===== src/pkg/wss_pkg.sv =====
/*
 * wss_pkg: constants of the waveform sequence slot block.
 * Assumes a 20 MHz core clock and an AXI4-Lite register bus, 32-bit data.
 */
package wss_pkg;
    localparam int CLK_HZ = 20_000_000;
    localparam int DELAY_STEP_MS = 10;
    localparam int DELAY_STEP_CYC = (CLK_HZ / 1000) * DELAY_STEP_MS;

    localparam int ADDR_W = 8;
    localparam int SLOT_COUNT = 8;
    localparam int SLOT_AW = 3;
    localparam int SLOT_W = 8;

    // register indices, byte address is four times the index
    localparam logic [5:0] IDX_CTRL = 6'h0C;
    localparam logic [5:0] IDX_SLOT_FIRST = 6'h0F;
    localparam logic [5:0] IDX_SLOT_THREE = 6'h11;
    localparam logic [5:0] IDX_SLOT_FOUR = 6'h12;
    localparam logic [5:0] IDX_SLOT_LAST = 6'h16;
    localparam logic [5:0] IDX_STATUS = 6'h17;

    // slot fields
    localparam int SLOT_DELAY_BIT = 7;
    localparam int SLOT_ENTRY_MSB = 6;
    localparam logic [7:0] SLOT_RESET = 8'h00;

    // control and status fields
    localparam int CTRL_GO_BIT = 0;
    localparam int STAT_BUSY_BIT = 0;
    localparam int STAT_DELAY_BIT = 1;
    localparam int STAT_PTR_LSB = 4;

    localparam logic [1:0] RESP_OKAY = 2'h0;
    localparam logic [1:0] RESP_SLVERR = 2'h2;

    typedef enum {
        S_IDLE,
        S_FETCH,
        S_DECODE,
        S_PLAY,
        S_DELAY
    } wss_state_t;
endpackage


===== src/pkg/wss_slot_if.sv =====
/*
 * wss_slot_if: access to the eight sequence slots.
 * Assumes one clock; both read ports return data one edge after the address.
 */
`timescale 1ns/1ps
`default_nettype none
interface wss_slot_if;
    logic sw_we;
    logic [2:0] sw_waddr;
    logic [7:0] sw_wdata;
    logic [2:0] sw_raddr;
    logic [7:0] sw_rdata;
    logic [2:0] sq_raddr;
    logic [7:0] sq_rdata;
    modport mem (input sw_we, sw_waddr, sw_wdata, sw_raddr, sq_raddr, output sw_rdata, sq_rdata);
    modport user (output sw_we, sw_waddr, sw_wdata, sw_raddr, sq_raddr, input sw_rdata, sq_rdata);
endinterface
`default_nettype wire


===== src/design/wss_seq_top.sv =====
/*
 * wss_seq_top: eight-slot waveform sequencer with AXI4-Lite registers.
 * Assumes an outside playback engine that plays wave_index_o after play_start_o
 * and pulses wave_done_i when the waveform ends.
 */
// The AXI4-Lite register port is this design's own decision.
// Summary of operation
// - delay-select slot idles, no waveform driven
// - delay lasts entry times 10 ms
// - clear delay-select means entry is waveform
// - entry bits six..zero index the library
// - go starts playback at first slot
// - waveform done advances to next slot
// - stop after eighth slot at most
// - zero entry stops the sequence
// - slots reset to zero, read/write
`timescale 1ns/1ps
`default_nettype none
module wss_seq_top #(
    parameter int STEP_CYCLES = wss_pkg::DELAY_STEP_CYC
) (
    input wire logic core_clk_i,
    input wire logic rst_b_i,
    input wire logic [wss_pkg::ADDR_W-1:0] s_axi_awaddr_i,
    input wire logic s_axi_awvalid_i,
    output logic s_axi_awready_o,
    input wire logic [31:0] s_axi_wdata_i,
    input wire logic [3:0] s_axi_wstrb_i,
    input wire logic s_axi_wvalid_i,
    output logic s_axi_wready_o,
    output logic [1:0] s_axi_bresp_o,
    output logic s_axi_bvalid_o,
    input wire logic s_axi_bready_i,
    input wire logic [wss_pkg::ADDR_W-1:0] s_axi_araddr_i,
    input wire logic s_axi_arvalid_i,
    output logic s_axi_arready_o,
    output logic [31:0] s_axi_rdata_o,
    output logic [1:0] s_axi_rresp_o,
    output logic s_axi_rvalid_o,
    input wire logic s_axi_rready_i,
    output logic play_start_o,
    output logic [6:0] wave_index_o,
    input wire logic wave_done_i,
    output logic busy_o
);
    import wss_pkg::*;
    localparam int TICK_W = $clog2(STEP_CYCLES + 1);
    ////////////////////////////////////////////////////////////////////////////
    // slot storage
    wss_slot_if slot_if ();
    wss_slot_mem u_mem (
        .core_clk_i(core_clk_i),
        .rst_b_i(rst_b_i),
        .slot_if(slot_if)
    );
    function automatic logic is_slot(input logic [ADDR_W-1:0] addr);
        return addr[7:2] >= IDX_SLOT_FIRST && addr[7:2] <= IDX_SLOT_LAST;
    endfunction
    function automatic logic [2:0] slot_of(input logic [ADDR_W-1:0] addr);
        return 3'(addr[7:2] - IDX_SLOT_FIRST);
    endfunction
    ////////////////////////////////////////////////////////////////////////////
    // axi write channel
    logic aw_full_reg, aw_full_next;
    logic w_full_reg, w_full_next;
    logic [ADDR_W-1:0] aw_addr_reg, aw_addr_next;
    logic [7:0] w_data_reg, w_data_next;
    logic w_lane_reg, w_lane_next;
    logic bvalid_reg, bvalid_next;
    logic [1:0] bresp_reg, bresp_next;
    logic wr_do;
    logic go_pulse;
    always_comb begin
        aw_full_next = aw_full_reg;
        w_full_next = w_full_reg;
        aw_addr_next = aw_addr_reg;
        w_data_next = w_data_reg;
        w_lane_next = w_lane_reg;
        bvalid_next = bvalid_reg;
        bresp_next = bresp_reg;
        wr_do = aw_full_reg && w_full_reg && !bvalid_reg;
        go_pulse = 1'b0;
        if (s_axi_awvalid_i && !aw_full_reg) begin
            aw_full_next = 1'b1;
            aw_addr_next = s_axi_awaddr_i;
        end
        if (s_axi_wvalid_i && !w_full_reg) begin
            w_full_next = 1'b1;
            w_data_next = s_axi_wdata_i[7:0];
            w_lane_next = s_axi_wstrb_i[0];
        end
        if (wr_do) begin
            aw_full_next = 1'b0;
            w_full_next = 1'b0;
            bvalid_next = 1'b1;
            bresp_next = RESP_SLVERR;
            if (is_slot(aw_addr_reg) || aw_addr_reg[7:2] == IDX_CTRL || aw_addr_reg[7:2] == IDX_STATUS) begin
                bresp_next = RESP_OKAY;
            end
            go_pulse = w_lane_reg && aw_addr_reg[7:2] == IDX_CTRL && w_data_reg[CTRL_GO_BIT];
        end
        if (bvalid_reg && s_axi_bready_i) begin
            bvalid_next = 1'b0;
        end
    end
    assign slot_if.sw_we = wr_do && w_lane_reg && is_slot(aw_addr_reg);
    assign slot_if.sw_waddr = slot_of(aw_addr_reg);
    assign slot_if.sw_wdata = w_data_reg;
    always_ff @(posedge core_clk_i) begin
        if (!rst_b_i) begin
            aw_full_reg <= 1'b0;
            w_full_reg <= 1'b0;
            aw_addr_reg <= 8'h00;
            w_data_reg <= 8'h00;
            w_lane_reg <= 1'b0;
            bvalid_reg <= 1'b0;
            bresp_reg <= RESP_OKAY;
        end else begin
            aw_full_reg <= aw_full_next;
            w_full_reg <= w_full_next;
            aw_addr_reg <= aw_addr_next;
            w_data_reg <= w_data_next;
            w_lane_reg <= w_lane_next;
            bvalid_reg <= bvalid_next;
            bresp_reg <= bresp_next;
        end
    end

    ////////////////////////////////////////////////////////////////////////////
    // axi read channel: three edges from address to data, the slot read is registered
    logic [1:0] rd_phase_reg, rd_phase_next;
    logic [ADDR_W-1:0] ar_addr_reg, ar_addr_next;
    logic rvalid_reg, rvalid_next;
    logic [31:0] rdata_reg, rdata_next;
    logic [1:0] rresp_reg, rresp_next;
    logic [31:0] status_word;
    always_comb begin
        rd_phase_next = rd_phase_reg;
        ar_addr_next = ar_addr_reg;
        rvalid_next = rvalid_reg;
        rdata_next = rdata_reg;
        rresp_next = rresp_reg;
        if (rd_phase_reg == 2'h0 && !rvalid_reg && s_axi_arvalid_i) begin
            ar_addr_next = s_axi_araddr_i;
            rd_phase_next = 2'h1;
        end else if (rd_phase_reg == 2'h1) begin
            rd_phase_next = 2'h2;
        end else if (rd_phase_reg == 2'h2) begin
            rd_phase_next = 2'h0;
            rvalid_next = 1'b1;
            rresp_next = RESP_OKAY;
            if (is_slot(ar_addr_reg)) begin
                rdata_next = {24'h000000, slot_if.sw_rdata};
            end else if (ar_addr_reg[7:2] == IDX_CTRL) begin
                rdata_next = {31'h00000000, busy_o};
            end else if (ar_addr_reg[7:2] == IDX_STATUS) begin
                rdata_next = status_word;
            end else begin
                rdata_next = 32'h00000000;
                rresp_next = RESP_SLVERR;
            end
        end
        if (rvalid_reg && s_axi_rready_i) begin
            rvalid_next = 1'b0;
        end
    end
    assign slot_if.sw_raddr = slot_of(ar_addr_reg);
    always_ff @(posedge core_clk_i) begin
        if (!rst_b_i) begin
            rd_phase_reg <= 2'h0;
            ar_addr_reg <= 8'h00;
            rvalid_reg <= 1'b0;
            rdata_reg <= 32'h00000000;
            rresp_reg <= RESP_OKAY;
        end else begin
            rd_phase_reg <= rd_phase_next;
            ar_addr_reg <= ar_addr_next;
            rvalid_reg <= rvalid_next;
            rdata_reg <= rdata_next;
            rresp_reg <= rresp_next;
        end
    end

    ////////////////////////////////////////////////////////////////////////////
    // sequencer
    wss_state_t state_reg, state_next;
    logic [2:0] ptr_reg, ptr_next;
    logic [6:0] delay_left_reg, delay_left_next;
    logic [TICK_W-1:0] tick_cnt_reg, tick_cnt_next;
    logic play_reg, play_next;
    logic [6:0] index_reg, index_next;
    logic busy_reg, busy_next;
    logic tick;
    logic [7:0] slot_data;
    assign slot_data = slot_if.sq_rdata;
    assign slot_if.sq_raddr = ptr_reg;
    // one tick per delay step; counter cleared when a delay slot is decoded so each step is whole
    assign tick = state_reg == S_DELAY && tick_cnt_reg == TICK_W'(STEP_CYCLES - 1);
    always_comb begin
        state_next = state_reg;
        ptr_next = ptr_reg;
        delay_left_next = delay_left_reg;
        tick_cnt_next = tick_cnt_reg;
        play_next = 1'b0;
        index_next = index_reg;
        if (state_reg == S_DELAY) begin
            tick_cnt_next = tick ? '0 : TICK_W'(tick_cnt_reg + 1'b1);
        end
        case (state_reg)
            S_IDLE: begin
                if (go_pulse) begin
                    ptr_next = 3'h0;
                    state_next = S_FETCH;
                end
            end
            S_FETCH: begin
                state_next = S_DECODE;
            end
            S_DECODE: begin
                if (slot_data[SLOT_DELAY_BIT]) begin
                    delay_left_next = slot_data[SLOT_ENTRY_MSB:0];
                    tick_cnt_next = '0;
                    state_next = S_DELAY;
                end else if (slot_data[SLOT_ENTRY_MSB:0] == 7'h00) begin
                    state_next = S_IDLE;
                end else begin
                    index_next = slot_data[SLOT_ENTRY_MSB:0];
                    play_next = 1'b1;
                    state_next = S_PLAY;
                end
            end
            S_PLAY, S_DELAY: begin
                if ((state_reg == S_PLAY && wave_done_i) || (state_reg == S_DELAY && delay_left_reg == 7'h00)) begin
                    if (ptr_reg == 3'(SLOT_COUNT - 1)) begin
                        state_next = S_IDLE;
                    end else begin
                        ptr_next = 3'(ptr_reg + 1'b1);
                        state_next = S_FETCH;
                    end
                end else if (state_reg == S_DELAY && tick) begin
                    delay_left_next = 7'(delay_left_reg - 1'b1);
                end
            end
            default: begin
                state_next = S_IDLE;
            end
        endcase
        busy_next = state_next != S_IDLE;
    end

    always_ff @(posedge core_clk_i) begin
        if (!rst_b_i) begin
            state_reg <= S_IDLE;
            ptr_reg <= 3'h0;
            delay_left_reg <= 7'h00;
            tick_cnt_reg <= '0;
            play_reg <= 1'b0;
            index_reg <= 7'h00;
            busy_reg <= 1'b0;
        end else begin
            state_reg <= state_next;
            ptr_reg <= ptr_next;
            delay_left_reg <= delay_left_next;
            tick_cnt_reg <= tick_cnt_next;
            play_reg <= play_next;
            index_reg <= index_next;
            busy_reg <= busy_next;
        end
    end

    always_comb begin
        status_word = 32'h00000000;
        status_word[STAT_BUSY_BIT] = busy_reg;
        status_word[STAT_DELAY_BIT] = state_reg == S_DELAY;
        status_word[STAT_PTR_LSB +: 3] = ptr_reg;
    end
    assign s_axi_awready_o = !aw_full_reg;
    assign s_axi_wready_o = !w_full_reg;
    assign s_axi_bvalid_o = bvalid_reg;
    assign s_axi_bresp_o = bresp_reg;
    assign s_axi_arready_o = rd_phase_reg == 2'h0 && !rvalid_reg;
    assign s_axi_rvalid_o = rvalid_reg;
    assign s_axi_rdata_o = rdata_reg;
    assign s_axi_rresp_o = rresp_reg;
    assign play_start_o = play_reg;
    assign wave_index_o = index_reg;
    assign busy_o = busy_reg;
endmodule
`default_nettype wire


===== src/design/wss_slot_mem.sv =====
/*
 * wss_slot_mem: eight 8-bit sequence slots, one write port, two registered reads.
 * Assumes synchronous active-low reset from the core clock domain.
 */
`timescale 1ns/1ps
`default_nettype none
module wss_slot_mem (
    input wire logic core_clk_i,
    input wire logic rst_b_i,
    wss_slot_if.mem slot_if
);
    import wss_pkg::*;

    logic [7:0] slot_reg [SLOT_COUNT];
    logic [7:0] slot_next [SLOT_COUNT];
    logic [7:0] sw_rdata_reg;
    logic [7:0] sq_rdata_reg;

    always_comb begin
        for (int i = 0; i < SLOT_COUNT; i++) begin
            slot_next[i] = slot_reg[i];
        end
        if (slot_if.sw_we) begin
            slot_next[slot_if.sw_waddr] = slot_if.sw_wdata;
        end
    end

    always_ff @(posedge core_clk_i) begin
        if (!rst_b_i) begin
            for (int i = 0; i < SLOT_COUNT; i++) begin
                slot_reg[i] <= SLOT_RESET;
            end
            sw_rdata_reg <= 8'h00;
            sq_rdata_reg <= 8'h00;
        end else begin
            slot_reg <= slot_next;
            sw_rdata_reg <= slot_reg[slot_if.sw_raddr];
            sq_rdata_reg <= slot_reg[slot_if.sq_raddr];
        end
    end

    assign slot_if.sw_rdata = sw_rdata_reg;
    assign slot_if.sq_rdata = sq_rdata_reg;
endmodule
`default_nettype wire


===== config.mk =====
export PLATFORM = sky130hd
export DESIGN_NAME = wss_seq_top
export DESIGN_NICKNAME = d
export VERILOG_FILES = /design/src/pkg/wss_pkg.sv /design/src/pkg/wss_slot_if.sv /design/src/design/wss_seq_top.sv /design/src/design/wss_slot_mem.sv
export SDC_FILE = /design/constraint.sdc
export NUM_CORES = 1
export LEC_CHECK = 0
export BUFFER_PORTS_ARGS = -buffer_cell sky130_fd_sc_hd__buf_2
export CORE_ASPECT_RATIO = 0.7
export CORE_MARGIN = 2
export CORE_UTILIZATION = 35
export DETAILED_ROUTE_END_ITERATION = 8
export GPL_TIMING_DRIVEN = 0
export HOLD_SLACK_MARGIN = 0.03
export PLACE_DENSITY = 0.59
export SYNTH_ARGS = -nofsm -noshare
export SYNTH_HDL_FRONTEND = slang
export SYNTH_SLANG_ARGS = --single-unit

===== constraint.sdc =====
create_clock -name core_clk_i -period 5 [get_ports core_clk_i]
set_input_delay 1 -clock core_clk_i [delete_from_list [all_inputs] [get_ports core_clk_i]]
set_output_delay 1 -clock core_clk_i [all_outputs]
set_load 0.05 [all_outputs]

==> out/metrics.cfg <==
[run_status]
status=complete, no violations

[cts]
cts_tree=done
path_clk_slew_ns=0.07
clock_latency_ns=0.44
cts_sinks=186
cts_made_buffers=17
ctsResizeCount=0
cts_hold_buf=0
clockBufferDepth=2
cts.htree.levels=4
cts_root_buf=clkbuf_16
postCtsSetupRepairBufs=0

[global_routing]
first_global_vias=5763
gr-total-overflow=0
grt_use_met1_pct=28.6
grt_start_max_net_pins=17
gr-usage-met2_pct=21.1
antenna_found_initial=0
grtUsageMet3_pct=5.40
grt_use_total_pct=17.4
grt_busiest_layer=met1
grt_pass1_wl_mm=33.4

[synthesis]
synthMuxAreaShare_pct=18.2
synth_area_leaders=dfxtp_1 (44%), mux2i_1 (9.6%), mux4_2 (8.6%)
seq_area_frac_synth_pct=44.5
synth_cells=847
synth_top_area_share_pct=44.5
synth-compound-area-share_pct=7.65
synthTopCellsByCount=dfxtp_1 (186), nand2_1 (126), mux2i_1 (80), nor2_1 (51), a21oi_1 (50)
synth.yosys.warnings=0
synth-edff-count=0
synth_top_family_by_area=simple AND/OR/NAND/NOR gates
ys.flop_type=dfxtp_1
netlist_area_mm2=0.00837
synthMostInstantiatedCell=dfxtp_1
synth-seq-cells=186
async_flop_share_pct=0
yosys.area.top_type=dfxtp_1
avgSynthCellArea_um2=9.89
synth_fa_ha_area_share_pct=2.09
synthSimpleGateAreaFrac_pct=20.5
synth_cell_types=67
synth-xor-area-share_pct=1.46

[die]
ios=110
die_h_um=133
row_count=47
die-area_mm2=0.0252
start_util_pct=35.5
die_w_um=189
core-area_mm2=0.0236

[power_and_ir_drop]
power.density_mw_per_mm2=322
power.total_w=0.00317
p_leak_nw=3.82
peakVddDrop_uv=250

[sta]
finalHoldViolations=0
fin_crit_ns=3.81
worst_slack_ns=1.19
fin_hold_ws_ns=0.460
fin_tns_setup_ns=0
finalCritPeriodShare_pct=76.2
max_freq_ghz=0.263
setup_viol=0
fin_skew_ns=0.00855
slew_headroom_pct=23.7
rsz0062_at_grt=false
finalMaxSlewViolations=0
tightest_slew_ns=1.13

[final_layout]
largest_reg_flops=64
fill_cells=2305
fin_nets=1045
n_antenna_cell=0
drive_gt1_share_pct=16.8
area_growth_syn_to_layout_pct=17.5

[route]
via_per_inst=5.02
num_vias=6531
routedWlPerCell_um=16.4
wirelength_mm=21.3
drt_iter0_drc=496
drc=0
antenna_left=0
firstDrtPassIters=5

[hold_path]
hp-class=reg2reg

[place]
gp_congestion=0.821
pre_cts_ws_ns=1.21
port-buffer-count=51
dpl.hpwl_mm=15.8

[setup_path]
worstSetupStartpointType=register
cp_max_fo=10
cp-end-kind=register
worstSetupPathType=reg2reg
worstPathRequired_ns=5.30
arrival_ns=4.11

[flow_run]
drv_cap=0

[per-layer routing]
layer  up-vias  share of wire [%]
met1      3085                 53
met4         0               0.98
met2       240                 36
met3        19                9.2
li1       3187                  -
met5         -                  0
[cell families after synthesis]
logic type,count (synthesis)
AO/OA/AOI/OAI,107
XOR/XNOR,14
adder cells (fa/ha/maj),14
buffers and inverters,94
flip-flops,186
multiplexers,112
other,1
AND/OR/NAND/NOR,319
[cell usage in the layout (no fill, tap or decap), types with 8 or more instances in the layout]
| master | Yosys | routed |
|---|---|---|
| nand2_1 | 126 | 126 |
| dfxtp_1 | 186 | 186 |
| nor2b_1 | 8 | 8 |
| nand2b_1 | 8 | 8 |
| clkbuf_1 | 37 | 40 |
| nand4_1 | 8 | 8 |
| conb_1 | 1 | 55 |
| xnor2_1 | 10 | 10 |
| or3_1 | 12 | 12 |
| inv_1 | 19 | 19 |
| mux4_2 | 32 | 32 |
| ha_1 | 14 | 14 |
| nor2_1 | 51 | 51 |
| nand3b_1 | 13 | 13 |
| buf_2 | 7 | 58 |
| buf_4 | 26 | 26 |
| nor4_1 | 9 | 9 |
| nand3_1 | 27 | 27 |
| clkbuf_16 | 0 | 17 |
| a21oi_1 | 50 | 50 |
| nor3_1 | 11 | 11 |
| o21ai_0 | 24 | 24 |
| mux2i_1 | 80 | 80 |
[critical path, cell delays in order (launching register included)]
cell      delay (ns)
dfxtp_1         0.33
clkbuf_1        0.58
clkbuf_1        0.56
inv_1           0.15
ha_1            0.32
buf_2           0.25
buf_1           0.62
mux4_2          0.66
nand2_1         0.10
a21oi_1         0.08
[power breakdown]
part	switching [W]	total [W]	internal (W)
combinational	0.000170	0.000240	0.0000706
sequential	0.0000211	0.00153	0.00151
clock	0.000584	0.00140	0.000815
total	0.000775	0.00317	0.00240
[path summary, 6_finish.rpt]
path                                     startpoint                        end  slack [ns]  cells after the start
worst max register to register       ar_addr_reg[2]  u_mem.slot_if.sw_rdata[5]        1.19                      9
worst min-delay path            slot_if.sw_wdata[5]        slot_if.sw_wdata[5]        0.46                      2
worst max-delay path                 ar_addr_reg[2]  u_mem.slot_if.sw_rdata[5]        1.19                      9
worst min register to register  slot_if.sw_wdata[5]        slot_if.sw_wdata[5]        0.46                      2
[stage by stage]
step           utilization, %  instances  cell area [µm²]
2_1_floorplan               -        901             8580
3_3_place_gp             39.1       1270             9230
3_5_place_dp             39.1       1270             9230
4_1_cts                  41.7       1301             9830
5_1_grt                  41.7       1301             9840
6_report                 41.7       1301             9840
[final cells by class]
cell class	instances	area (µm²)	area share (%)
sequential	186	3720	37.8
tap	318	398	4.04
inverter	20	75.1	0.763
multi-input combinational	621	4390	44.6
clock inverter	9	140	1.42
buffer	74	393	3.99
clock buffer	22	464	4.72
timing repair buffer	51	255	2.59
Power figures use the tool's default switching activity.
